==> src/cfe_defines.svh <==
// Constants for the control-flow instruction executor
`ifndef CFE_DEFINES_SVH
`define CFE_DEFINES_SVH

// ************************************************
// Opcodes
// ************************************************
`define CFE_OP_NO_OPERATION      14'h0000
`define CFE_OP_SOFT_RESET        14'h0001
`define CFE_OP_RETURN            14'h0008
`define CFE_OP_RETURN_FROM_INT   14'h0009
`define CFE_OP_CONFIG_LOAD       14'h0062

// ************************************************
// Reset values and positions
// ************************************************
`define CFE_PC_RESET             15'h0000
`define CFE_INT_VECTOR           15'h0004
`define CFE_CONFIG_RESET         8'hff
`define CFE_INT_ENABLE_BIT       7
`define CFE_INT_CTRL_RESET       8'h00
`define CFE_RI_FLAG_RESET        1'b1
`define CFE_STACK_DEPTH          16

`endif

==> src/cfe_pkg.sv <==
// Types for the control-flow instruction executor
`default_nettype none

package cfe_pkg;

  typedef enum logic [0:0] {
    CFE_ST_EXEC,
    CFE_ST_FLUSH
  } cfe_state_type;

endpackage : cfe_pkg

`default_nettype wire

==> src/cfe_ctl_exec.sv <==
// Control-flow instruction executor
//
// Contract
// - Config load copies working register into config register, one cycle, flags untouched
// - Software reset instruction resets the device like a hardware reset, except the reset instruction flag, which it clears
// - Software reset instruction clears the reset instruction flag
// - Return from interrupt pops stack and loads top entry into program counter
// - Return from interrupt sets global interrupt enable, bit 7
// - Return from interrupt is one word, two cycles, no flags changed
// - Return pops stack, loads return address into program counter, flags untouched
// - Return takes two cycles, second refills the fetch path
`timescale 1ns/10ps
`default_nettype none
`include "cfe_defines.svh"

module cfe_ctl_exec #(
  parameter int PC_W  = 15,
  parameter int OPC_W = 14,
  parameter int DEPTH = `CFE_STACK_DEPTH,
  parameter int PW    = $clog2(DEPTH)
) (
  input  wire logic             clk,
  input  wire logic             rst,
  input  wire logic             instr_valid,
  input  wire logic [OPC_W-1:0] instr_word,
  input  wire logic [7:0]       w_reg,
  input  wire logic             irq_take,
  input  wire logic             call_req,
  input  wire logic [PC_W-1:0]  call_target,
  input  wire logic             ri_flag_write,
  output logic      [PC_W-1:0]  program_counter,
  output logic      [7:0]       config_register,
  output logic      [7:0]       interrupt_control_register,
  output logic                  global_interrupt_enable,
  output logic                  reset_instruction_flag,
  output logic                  soft_reset,
  output logic                  busy
);
  import cfe_pkg::*;

  if (PC_W != 15 || OPC_W != 14) begin : g_chk
    $error("Program counter must be 15 bits and opcodes 14 bits");
  end

  localparam logic [7:0] INT_CTRL_RST = `CFE_INT_CTRL_RESET;

  cfe_state_type     state_q;
  logic              busy_q;
  logic [PC_W-1:0]   pc_q;
  logic [7:0]        cfg_q;
  logic              int_en_q;
  logic              ri_flag_q;
  logic              soft_reset_q;
  logic              core_rst;
  logic              go;
  logic              op_cfg;
  logic              op_srst;
  logic              op_ret;
  logic              op_reti;
  logic              take_irq;
  logic              take_call;
  logic              push;
  logic              pop;
  logic [PC_W-1:0]   push_data;
  logic [PC_W-1:0]   stack_top;
  logic [PW-1:0]     stack_ptr;

  assign core_rst = rst | soft_reset_q;

  // ************************************************
  // Decode
  // ************************************************
  always_comb begin
    take_irq  = (state_q == CFE_ST_EXEC) && !soft_reset_q && irq_take;
    take_call = (state_q == CFE_ST_EXEC) && !soft_reset_q && !irq_take && call_req;
    go        = (state_q == CFE_ST_EXEC) && !soft_reset_q && !irq_take && !call_req && instr_valid;
    op_cfg    = go && (instr_word == `CFE_OP_CONFIG_LOAD);
    op_srst   = go && (instr_word == `CFE_OP_SOFT_RESET);
    op_ret    = go && (instr_word == `CFE_OP_RETURN);
    op_reti   = go && (instr_word == `CFE_OP_RETURN_FROM_INT);
    push      = take_irq || take_call;
    pop       = op_ret || op_reti;
    push_data = take_irq ? pc_q : pc_q + PC_W'(1);
  end

  cfe_ret_stack #(
    .DEPTH     (DEPTH),
    .AW        (PC_W),
    .PW        (PW)
  ) u_stack (
    .clk       (clk),
    .rst       (core_rst),
    .push      (push),
    .pop       (pop),
    .push_data (push_data),
    .top       (stack_top),
    .ptr       (stack_ptr)
  );

  // ************************************************
  // Sequencer
  // ************************************************
  always_ff @(posedge clk) begin
    if (core_rst) begin
      state_q <= CFE_ST_EXEC;
    end else begin
      case (state_q)
        CFE_ST_EXEC: begin
          if (pop) begin
            state_q <= CFE_ST_FLUSH;
          end
        end
        CFE_ST_FLUSH: begin
          state_q <= CFE_ST_EXEC;
        end
        default: begin
          state_q <= CFE_ST_EXEC;
        end
      endcase
    end
  end

  always_ff @(posedge clk) begin
    if (core_rst) begin
      busy_q <= 1'b0;
    end else begin
      busy_q <= pop;
    end
  end

  // ************************************************
  // Program counter
  // ************************************************
  always_ff @(posedge clk) begin
    if (core_rst) begin
      pc_q <= `CFE_PC_RESET;
    end else if (take_irq) begin
      pc_q <= `CFE_INT_VECTOR;
    end else if (take_call) begin
      pc_q <= call_target;
    end else if (pop) begin
      pc_q <= stack_top;
    end else if (go) begin
      pc_q <= pc_q + PC_W'(1);
    end
  end

  // ************************************************
  // Configuration register
  // ************************************************
  always_ff @(posedge clk) begin
    if (core_rst) begin
      cfg_q <= `CFE_CONFIG_RESET;
    end else if (op_cfg) begin
      cfg_q <= w_reg;
    end
  end

  // ************************************************
  // Global interrupt enable
  // ************************************************
  always_ff @(posedge clk) begin
    if (core_rst) begin
      int_en_q <= INT_CTRL_RST[`CFE_INT_ENABLE_BIT];
    end else if (op_reti) begin
      int_en_q <= 1'b1;
    end else if (take_irq) begin
      int_en_q <= 1'b0;
    end
  end

  // ************************************************
  // Software reset and cause flag
  // ************************************************
  always_ff @(posedge clk) begin
    if (rst) begin
      soft_reset_q <= 1'b0;
    end else begin
      soft_reset_q <= op_srst;
    end
  end

  always_ff @(posedge clk) begin
    if (rst) begin
      ri_flag_q <= `CFE_RI_FLAG_RESET;
    end else if (op_srst) begin
      ri_flag_q <= 1'b0;
    end else if (ri_flag_write) begin
      ri_flag_q <= 1'b1;
    end
  end

  assign program_counter            = pc_q;
  assign config_register            = cfg_q;
  assign global_interrupt_enable    = int_en_q;
  assign interrupt_control_register = 8'(int_en_q) << `CFE_INT_ENABLE_BIT;
  assign reset_instruction_flag     = ri_flag_q;
  assign soft_reset                 = soft_reset_q;
  assign busy                       = busy_q;
endmodule : cfe_ctl_exec

`default_nettype wire

==> src/cfe_ret_stack.sv <==
// Hardware return-address stack
`timescale 1ns/10ps
`default_nettype none

module cfe_ret_stack #(
  parameter int DEPTH = 16,
  parameter int AW    = 15,
  parameter int PW    = $clog2(DEPTH)
) (
  input  wire logic          clk,
  input  wire logic          rst,
  input  wire logic          push,
  input  wire logic          pop,
  input  wire logic [AW-1:0] push_data,
  output logic      [AW-1:0] top,
  output logic      [PW-1:0] ptr
);

  logic [AW-1:0] mem_q [DEPTH];
  logic [PW-1:0] ptr_q;

  if (DEPTH < 2 || (DEPTH & (DEPTH - 1)) != 0) begin : g_chk
    $error("Stack depth must be a power of two");
  end

  // ************************************************
  // Storage
  // ************************************************
  always_ff @(posedge clk) begin
    if (push) begin
      mem_q[ptr_q] <= push_data;
    end
  end

  // ************************************************
  // Pointer
  // ************************************************
  always_ff @(posedge clk) begin
    if (rst) begin
      ptr_q <= '0;
    end else if (push) begin
      ptr_q <= ptr_q + PW'(1);
    end else if (pop) begin
      ptr_q <= ptr_q - PW'(1);
    end
  end

  assign top = mem_q[ptr_q - PW'(1)];
  assign ptr = ptr_q;

endmodule : cfe_ret_stack

`default_nettype wire

==> config.mk <==
export PLATFORM = sky130hd
export DESIGN_NAME = cfe_ctl_exec
export DESIGN_NICKNAME = d
export VERILOG_FILES = /design/src/cfe_pkg.sv /design/src/cfe_ctl_exec.sv /design/src/cfe_ret_stack.sv
export VERILOG_INCLUDE_DIRS = /design/src
export SDC_FILE = /design/constraint.sdc
export NUM_CORES = 1
export LEC_CHECK = 0
export BUFFER_PORTS_ARGS = -buffer_cell sky130_fd_sc_hd__buf_2
export CAP_MARGIN = 20
export CORE_MARGIN = 4
export CORE_UTILIZATION = 33
export DETAILED_ROUTE_END_ITERATION = 10
export GPL_TIMING_DRIVEN = 1
export HOLD_SLACK_MARGIN = 0.1
export PLACE_DENSITY_LB_ADDON = 0.2
export SETUP_SLACK_MARGIN = 0.02
export SLEW_MARGIN = 20
export SYNTH_ARGS = -nofsm -noshare
export SYNTH_HDL_FRONTEND = slang
export SYNTH_HIERARCHICAL = 1
export SYNTH_SLANG_ARGS = --single-unit
==> constraint.sdc <==
create_clock -name clk -period 5.4 [get_ports clk]
set_clock_uncertainty 0.05 [all_clocks]
set_input_delay 0.81 -clock clk [delete_from_list [all_inputs] [get_ports clk]]
set_output_delay 0.81 -clock clk [all_outputs]
set_load 0.05 [all_outputs]
After elaboration in Yosys (flattened, before gate mapping)
Memory sizes are Yosys's and may differ from the RTL's.
Cells that the tools add are included.
{"block": "word_totals", "word_cells": 55, "mem_bits_rw": 240, "memories": 1, "register_bits": 32}
{"block": "classes", "n_reduce_logical": 21, "addsub": 3, "n_eq_ne": 4, "bitwise": 2, "n_mux": 15}
{"name": "u_stack.mem_q", "depth": 16, "word_bits": 15, "read_ports": 1, "rd_clocked_by_memory_dff": 0, "wr": 1, "line": "cfe_ret_stack.sv:19", "text": "logic [AW-1:0] mem_q [DEPTH];"}
{"op": "15-bit two-way mux", "n": 4}
{"op": "14-bit by 4-bit == test with 1-bit output (second input constant)", "n": 2}
{"op": "15-bit by 1-bit adder with 15-bit output (second input constant)", "n": 1}
{"op": "14-bit by 1-bit == test with 1-bit output (second input constant)", "n": 1}
{"op": "14-bit by 7-bit == test with 1-bit output (second input constant)", "n": 1}
{"op": "1-bit logical AND", "n": 10}
{"op": "4-bit two-way mux", "n": 2}
{"op": "1-bit two-way mux", "n": 7}
{"op": "2-bit nonzero test", "n": 3}
{"op": "4-bit by 1-bit adder with 4-bit output (second input constant)", "n": 1}
{"op": "4-bit nonzero test", "n": 1}
{"op": "4-bit by 1-bit subtractor with 4-bit output (second input constant)", "n": 1}
{"op": "1-bit logical NOT", "n": 3}
{"op": "3-bit two-way mux", "n": 1}
{"op": "3-bit nonzero test", "n": 1}
{"op": "1-bit logical OR", "n": 2}
{"op": "1-bit one-hot mux with 2 select lines", "n": 1}
{"op": "2-bit OR reduction", "n": 1}
{"op": "1-bit NOT", "n": 1}
{"op": "1-bit OR", "n": 1}

Logic depth before layout (Yosys ltp)
{"block": "logic_depth", "ltp_word": 10, "ltp_mapped": 12}

Hierarchy
Netlist, hierarchy kept.
{"module": "cfe_ret_stack", "cells_per_inst": 436, "n_inst": 1, "area_each_um2": 9649.3}
{"module": "cfe_ctl_exec", "cells_per_inst": 280, "n_inst": 1, "area_each_um2": 2262.2}

Worst setup path before layout
No wires, ideal clock.
{"block": "synth_path", "path_type": "input to register", "start": "in call_req", "end": "mem u_stack.mem_q[3][0] (enable)", "setup_time_ns": 0.406, "cell_stages": 7, "setup_slack_ns": 1.943, "arrival_ns": 3.001, "required_time_ns": 4.944, "path_cell_list": "buf_6 > or4b_4 > buf_6 > nand2_1 > clkbuf_1 > nand2_1 > nor3_1"}
{"block": "synth_between", "elab_chain_len": 4}
{"item": "from (decl)", "line": "cfe_ctl_exec.sv:28", "text": "input wire logic call_req,"}
{"item": "1-bit logical AND", "line": "cfe_ctl_exec.sv:75", "text": "take_call = (state_q == CFE_ST_EXEC) && !soft_reset_q && !irq_take && call_req;"}
{"item": "1-bit logical OR", "line": "cfe_ctl_exec.sv:81", "text": "push = take_irq || take_call;"}
{"item": "via push", "line": "cfe_ctl_exec.sv:62", "text": "logic push;"}
{"item": "1-bit two-way mux", "line": "cfe_ret_stack.sv:30", "text": "if (push) begin"}
{"item": "1-bit two-way mux (not written as such)", "line": "cfe_ret_stack.sv:31", "text": "mem_q[ptr_q] <= push_data;"}
{"item": "to (decl)", "line": "cfe_ret_stack.sv:19"}
The timed path passes the listed nets, and every way through them passes these cells.

Worst setup path in the final report
{"block": "layout_path", "start": "reg u_stack.ptr_q[0] (netlist: u_stack/ptr[0])", "end": "reg pc_q[7] (netlist: program_counter[7])"}
{"block": "layout_between", "elab_chain_len": 4}
{"item": "from (decl)", "line": "cfe_ret_stack.sv:20", "text": "logic [PW-1:0] ptr_q;"}
{"item": "from (signal assigned)", "line": "cfe_ret_stack.sv:42", "text": "ptr_q <= ptr_q + PW'(1);"}
{"item": "from (signal assigned)", "line": "cfe_ret_stack.sv:44", "text": "ptr_q <= ptr_q - PW'(1);"}
{"item": "4-bit by 1-bit subtractor with 4-bit output", "line": "cfe_ret_stack.sv:48", "text": "assign top = mem_q[ptr_q - PW'(1)];"}
{"item": "memory read 16 x 15 bit"}
{"item": "via stack_top[7]", "line": "cfe_ctl_exec.sv:65", "text": "logic [PC_W-1:0] stack_top;"}
{"item": "15-bit two-way mux", "line": "cfe_ctl_exec.sv:141", "text": "end else if (pop) begin"}
{"item": "15-bit two-way mux", "line": "cfe_ctl_exec.sv:139", "text": "end else if (take_call) begin"}
{"item": "to (signal assigned)", "line": "cfe_ctl_exec.sv:138", "text": "pc_q <= `CFE_INT_VECTOR;"}
{"item": "to (signal assigned)", "line": "cfe_ctl_exec.sv:140", "text": "pc_q <= call_target;"}
{"item": "to (signal assigned)", "line": "cfe_ctl_exec.sv:142", "text": "pc_q <= stack_top;"}
{"item": "to (decl)", "line": "cfe_ctl_exec.sv:49", "text": "logic [PC_W-1:0] pc_q;"}
The timed path passes the listed nets, and every way through them passes these cells.
A chain may end at the register's enable or synchronous reset.

==> flow_metrics.tcl <==
set metrics [dict create \
    status "finished clean" \
    hold_viol 0 \
    die_area_mm2 0.0392 \
    timing.slew.headroom_pct 25.1 \
    synthSimpleGateAreaFrac_pct 8.07 \
    synth.area.top_cells "edfxtp_1 (61%), mux4_2 (6.6%), mux4_1 (5.5%)" \
    yosys.cell_types.count 69 \
    tns_ns 0 \
    clockBufferDepth 3 \
    cpMaxStageDelayCell "ha_2" \
    muxShareOfSynthArea_pct 13.4 \
    cts_tree "done" \
    grt_overflow 0 \
    yosys_register_bits 272 \
    crit_path_frequent_cell "a211oi_1" \
    synth_top_area_share_pct 60.5 \
    reg2regPathDepth 8 \
    cts_sinks 272 \
    wl_um 28600 \
    cp_cell_sequence "inv_1, ha_2, mux4_2, nor2b_1, a211oi_1, a21oi_1, nor4_1, a211oi_1" \
    synthCells 716 \
    final_antenna_net_count 0 \
    cts_resized 0 \
    die_h_um 198 \
    cts.clk_slew.worst_paths_ns 0.06 \
    grtUsageTotal_pct 14.3 \
    grt_pass1_wl_um 42600 \
    gp_congestion 0.787 \
    ys_seq_area_share_pct 65.9 \
    yosys.area.top_type "edfxtp_1" \
    worst_setup_path_end_kind "flip-flop" \
    drtIter0Drc 574 \
    start_util_pct 33.5 \
    reg2reg_slack_ns 1.56 \
    critPathArrivalTime_ns 4.21 \
    slew_viol_final 0 \
    cp.required_ns 5.76 \
    final_layout_size_suffix_gt1_share_pct 26.7 \
    finalCriticalPeriod_ns 3.84 \
    vias 6749 \
    placementRows 69 \
    synthTopCellsByCount "edfxtp_1 (240), mux4_2 (35), dfxtp_1 (32)" \
    first_pass_iters 5 \
    yosysMostFrequentCell "edfxtp_1" \
    place_area_mm2 0.0127 \
    ctsRootBufferMaster "clkbuf_16" \
    ys_warn_count 6 \
    first_global_vias 6568 \
    routedWlPerCell_um 22.6 \
    netlist_area_mm2 0.0119 \
    ir_drop_mv 0.262 \
    cpPeakStageDelay_ns 1.01 \
    synth_edf_count 240 \
    worst-setup-path-type "flip-flop to flip-flop" \
    synthArstFlopShare_pct 0 \
    post-route-period-util_pct 71.2 \
    antenna_found_initial 0 \
    endpoint "program_counter[7]" \
    drcViolationCount 0 \
    synth-compound-area-share_pct 6.17 \
    cts_hold_buf 0 \
    place_hpwl_um 18600 \
    cts_made_buffers 29 \
    fmax_mhz 260 \
    numPortBuffers 70 \
    worstHoldPathType "flip-flop to flip-flop" \
    synth_fa_ha_area_share_pct 0.630 \
    postCtsSetupBuffers 0 \
    r2r_start "u_stack/ptr[0]" \
    nNetsFinal 830 \
    leakagePower_nw 4.60 \
    powerDensity_mw_per_mm2 361 \
    setup.worst_path.start "u_stack/ptr[0]" \
    io_pins 78 \
    coreArea_mm2 0.0356 \
    die_w_um 198 \
    synth_xor_xnor_area_share_pct 2.05 \
    grt_start_max_net_pins 37 \
    drv_cap 0 \
    cts_max_level 1 \
    worstMarginPinSlew_ns 1.12 \
    post_drt_via_cell_ratio 5.34 \
    antenna_cells 0 \
    final-setup-viol-count 0 \
    cp_max_fo 36 \
    cp-start-kind "flip-flop" \
    syn_area_per_cell_um2 16.6 \
    synth-main-ff-cell "edfxtp_1" \
    synth_top_family_by_area "multiplexers" \
    stdcell_area_mm2 0.0137 \
    area_growth_pct 15.2 \
    rsz0062_at_grt "false" \
    clkLatencyLatePin_ns 0.54 \
    r2r-end "program_counter[7]" \
]
[critical path: cells and delay by family (launching register included)]
family	cells	cell delay, ns
flops	1	0.74
fa+ha+maj	1	1.01
compound gates	3	0.68
mux	1	0.40
buf+inv	1	0.27
simple gates	2	0.52
[placed cells by master, fill, tap and decap left out, drive strengths merged, types with 16 or more instances in the layout]
cell type / synthesis / routed
buf: 46 / 89
o21ai: 21 / 21
edfxtp: 240 / 240
nor2: 28 / 28
mux4: 60 / 60
dfxtp: 32 / 32
nor3: 17 / 17
a211oi: 21 / 21
clkbuf: 15 / 34
nand2: 22 / 22
a21oi: 16 / 16
[stage by stage]
stage	instances	util (%)	hold WS [ns]	setup slack [ns]	total power [mW]
detailed placement	1211	35.8	0.424	1.56	2.99
floorplan	722	-	0.570	1.94	2.81
finish	1265	38.6	0.436	1.56	4.96
global route	1265	38.6	0.421	1.32	5.15
global placement	1211	35.6	0.415	1.59	2.99
CTS	1265	38.6	0.414	1.54	5.02
[state kept, by name, summed over array words and instances (netlist names)]
register / flops
global_interrupt_enable: 1
config_register: 8
state_q: 1
u_stack/mem_q: 240
u_stack/ptr: 4
busy: 1
soft_reset: 1
program_counter: 15
reset_instruction_flag: 1
[kinds of logic after synthesis]
family | Yosys count
other | 1
XOR/XNOR | 27
adder cells (fa/ha/maj) | 6
buffers and inverters | 69
flip-flops | 272
AO/OA/AOI/OAI | 105
multiplexers | 75
AND/OR/NAND/NOR | 161
[report_power, final]
| part | switching, mW | internal [mW] | total [mW] |
|---|---|---|---|
| clock | 0.796 | 1.22 | 2.02 |
| combinational | 0.352 | 0.229 | 0.581 |
| sequential | 0.0375 | 2.32 | 2.36 |
[layer usage]
layer  wire length (um)  track usage [%]
met5                  0                0
met4                590             3.55
met3               1640             2.26
met2              12700             21.6
met1              13700             21.6
[worst min path at each step]
stage,startpoint,end,slack (ns),cells after the start
global placement,reset_instruction_flag,reset_instruction_flag,0.42,2
floorplan,u_stack/ptr[1],u_stack/ptr[1],0.57,2
finish,reset_instruction_flag,reset_instruction_flag,0.44,2
CTS,ri_flag_write,reset_instruction_flag,0.41,3
global route,ri_flag_write,reset_instruction_flag,0.42,3
detailed placement,reset_instruction_flag,reset_instruction_flag,0.42,2
[layout make-up]
cell class / instances / area, um2
repair buffers: 89 / 493
clock buffers: 34 / 744
multi-input cells: 381 / 3800
flip-flops and latches: 272 / 7850
fillers: 3305 / 21800
clock inverters: 20 / 230
inverters: 8 / 30.0
well taps: 461 / 577
Note: power is estimated with default switching activity, not from simulation.
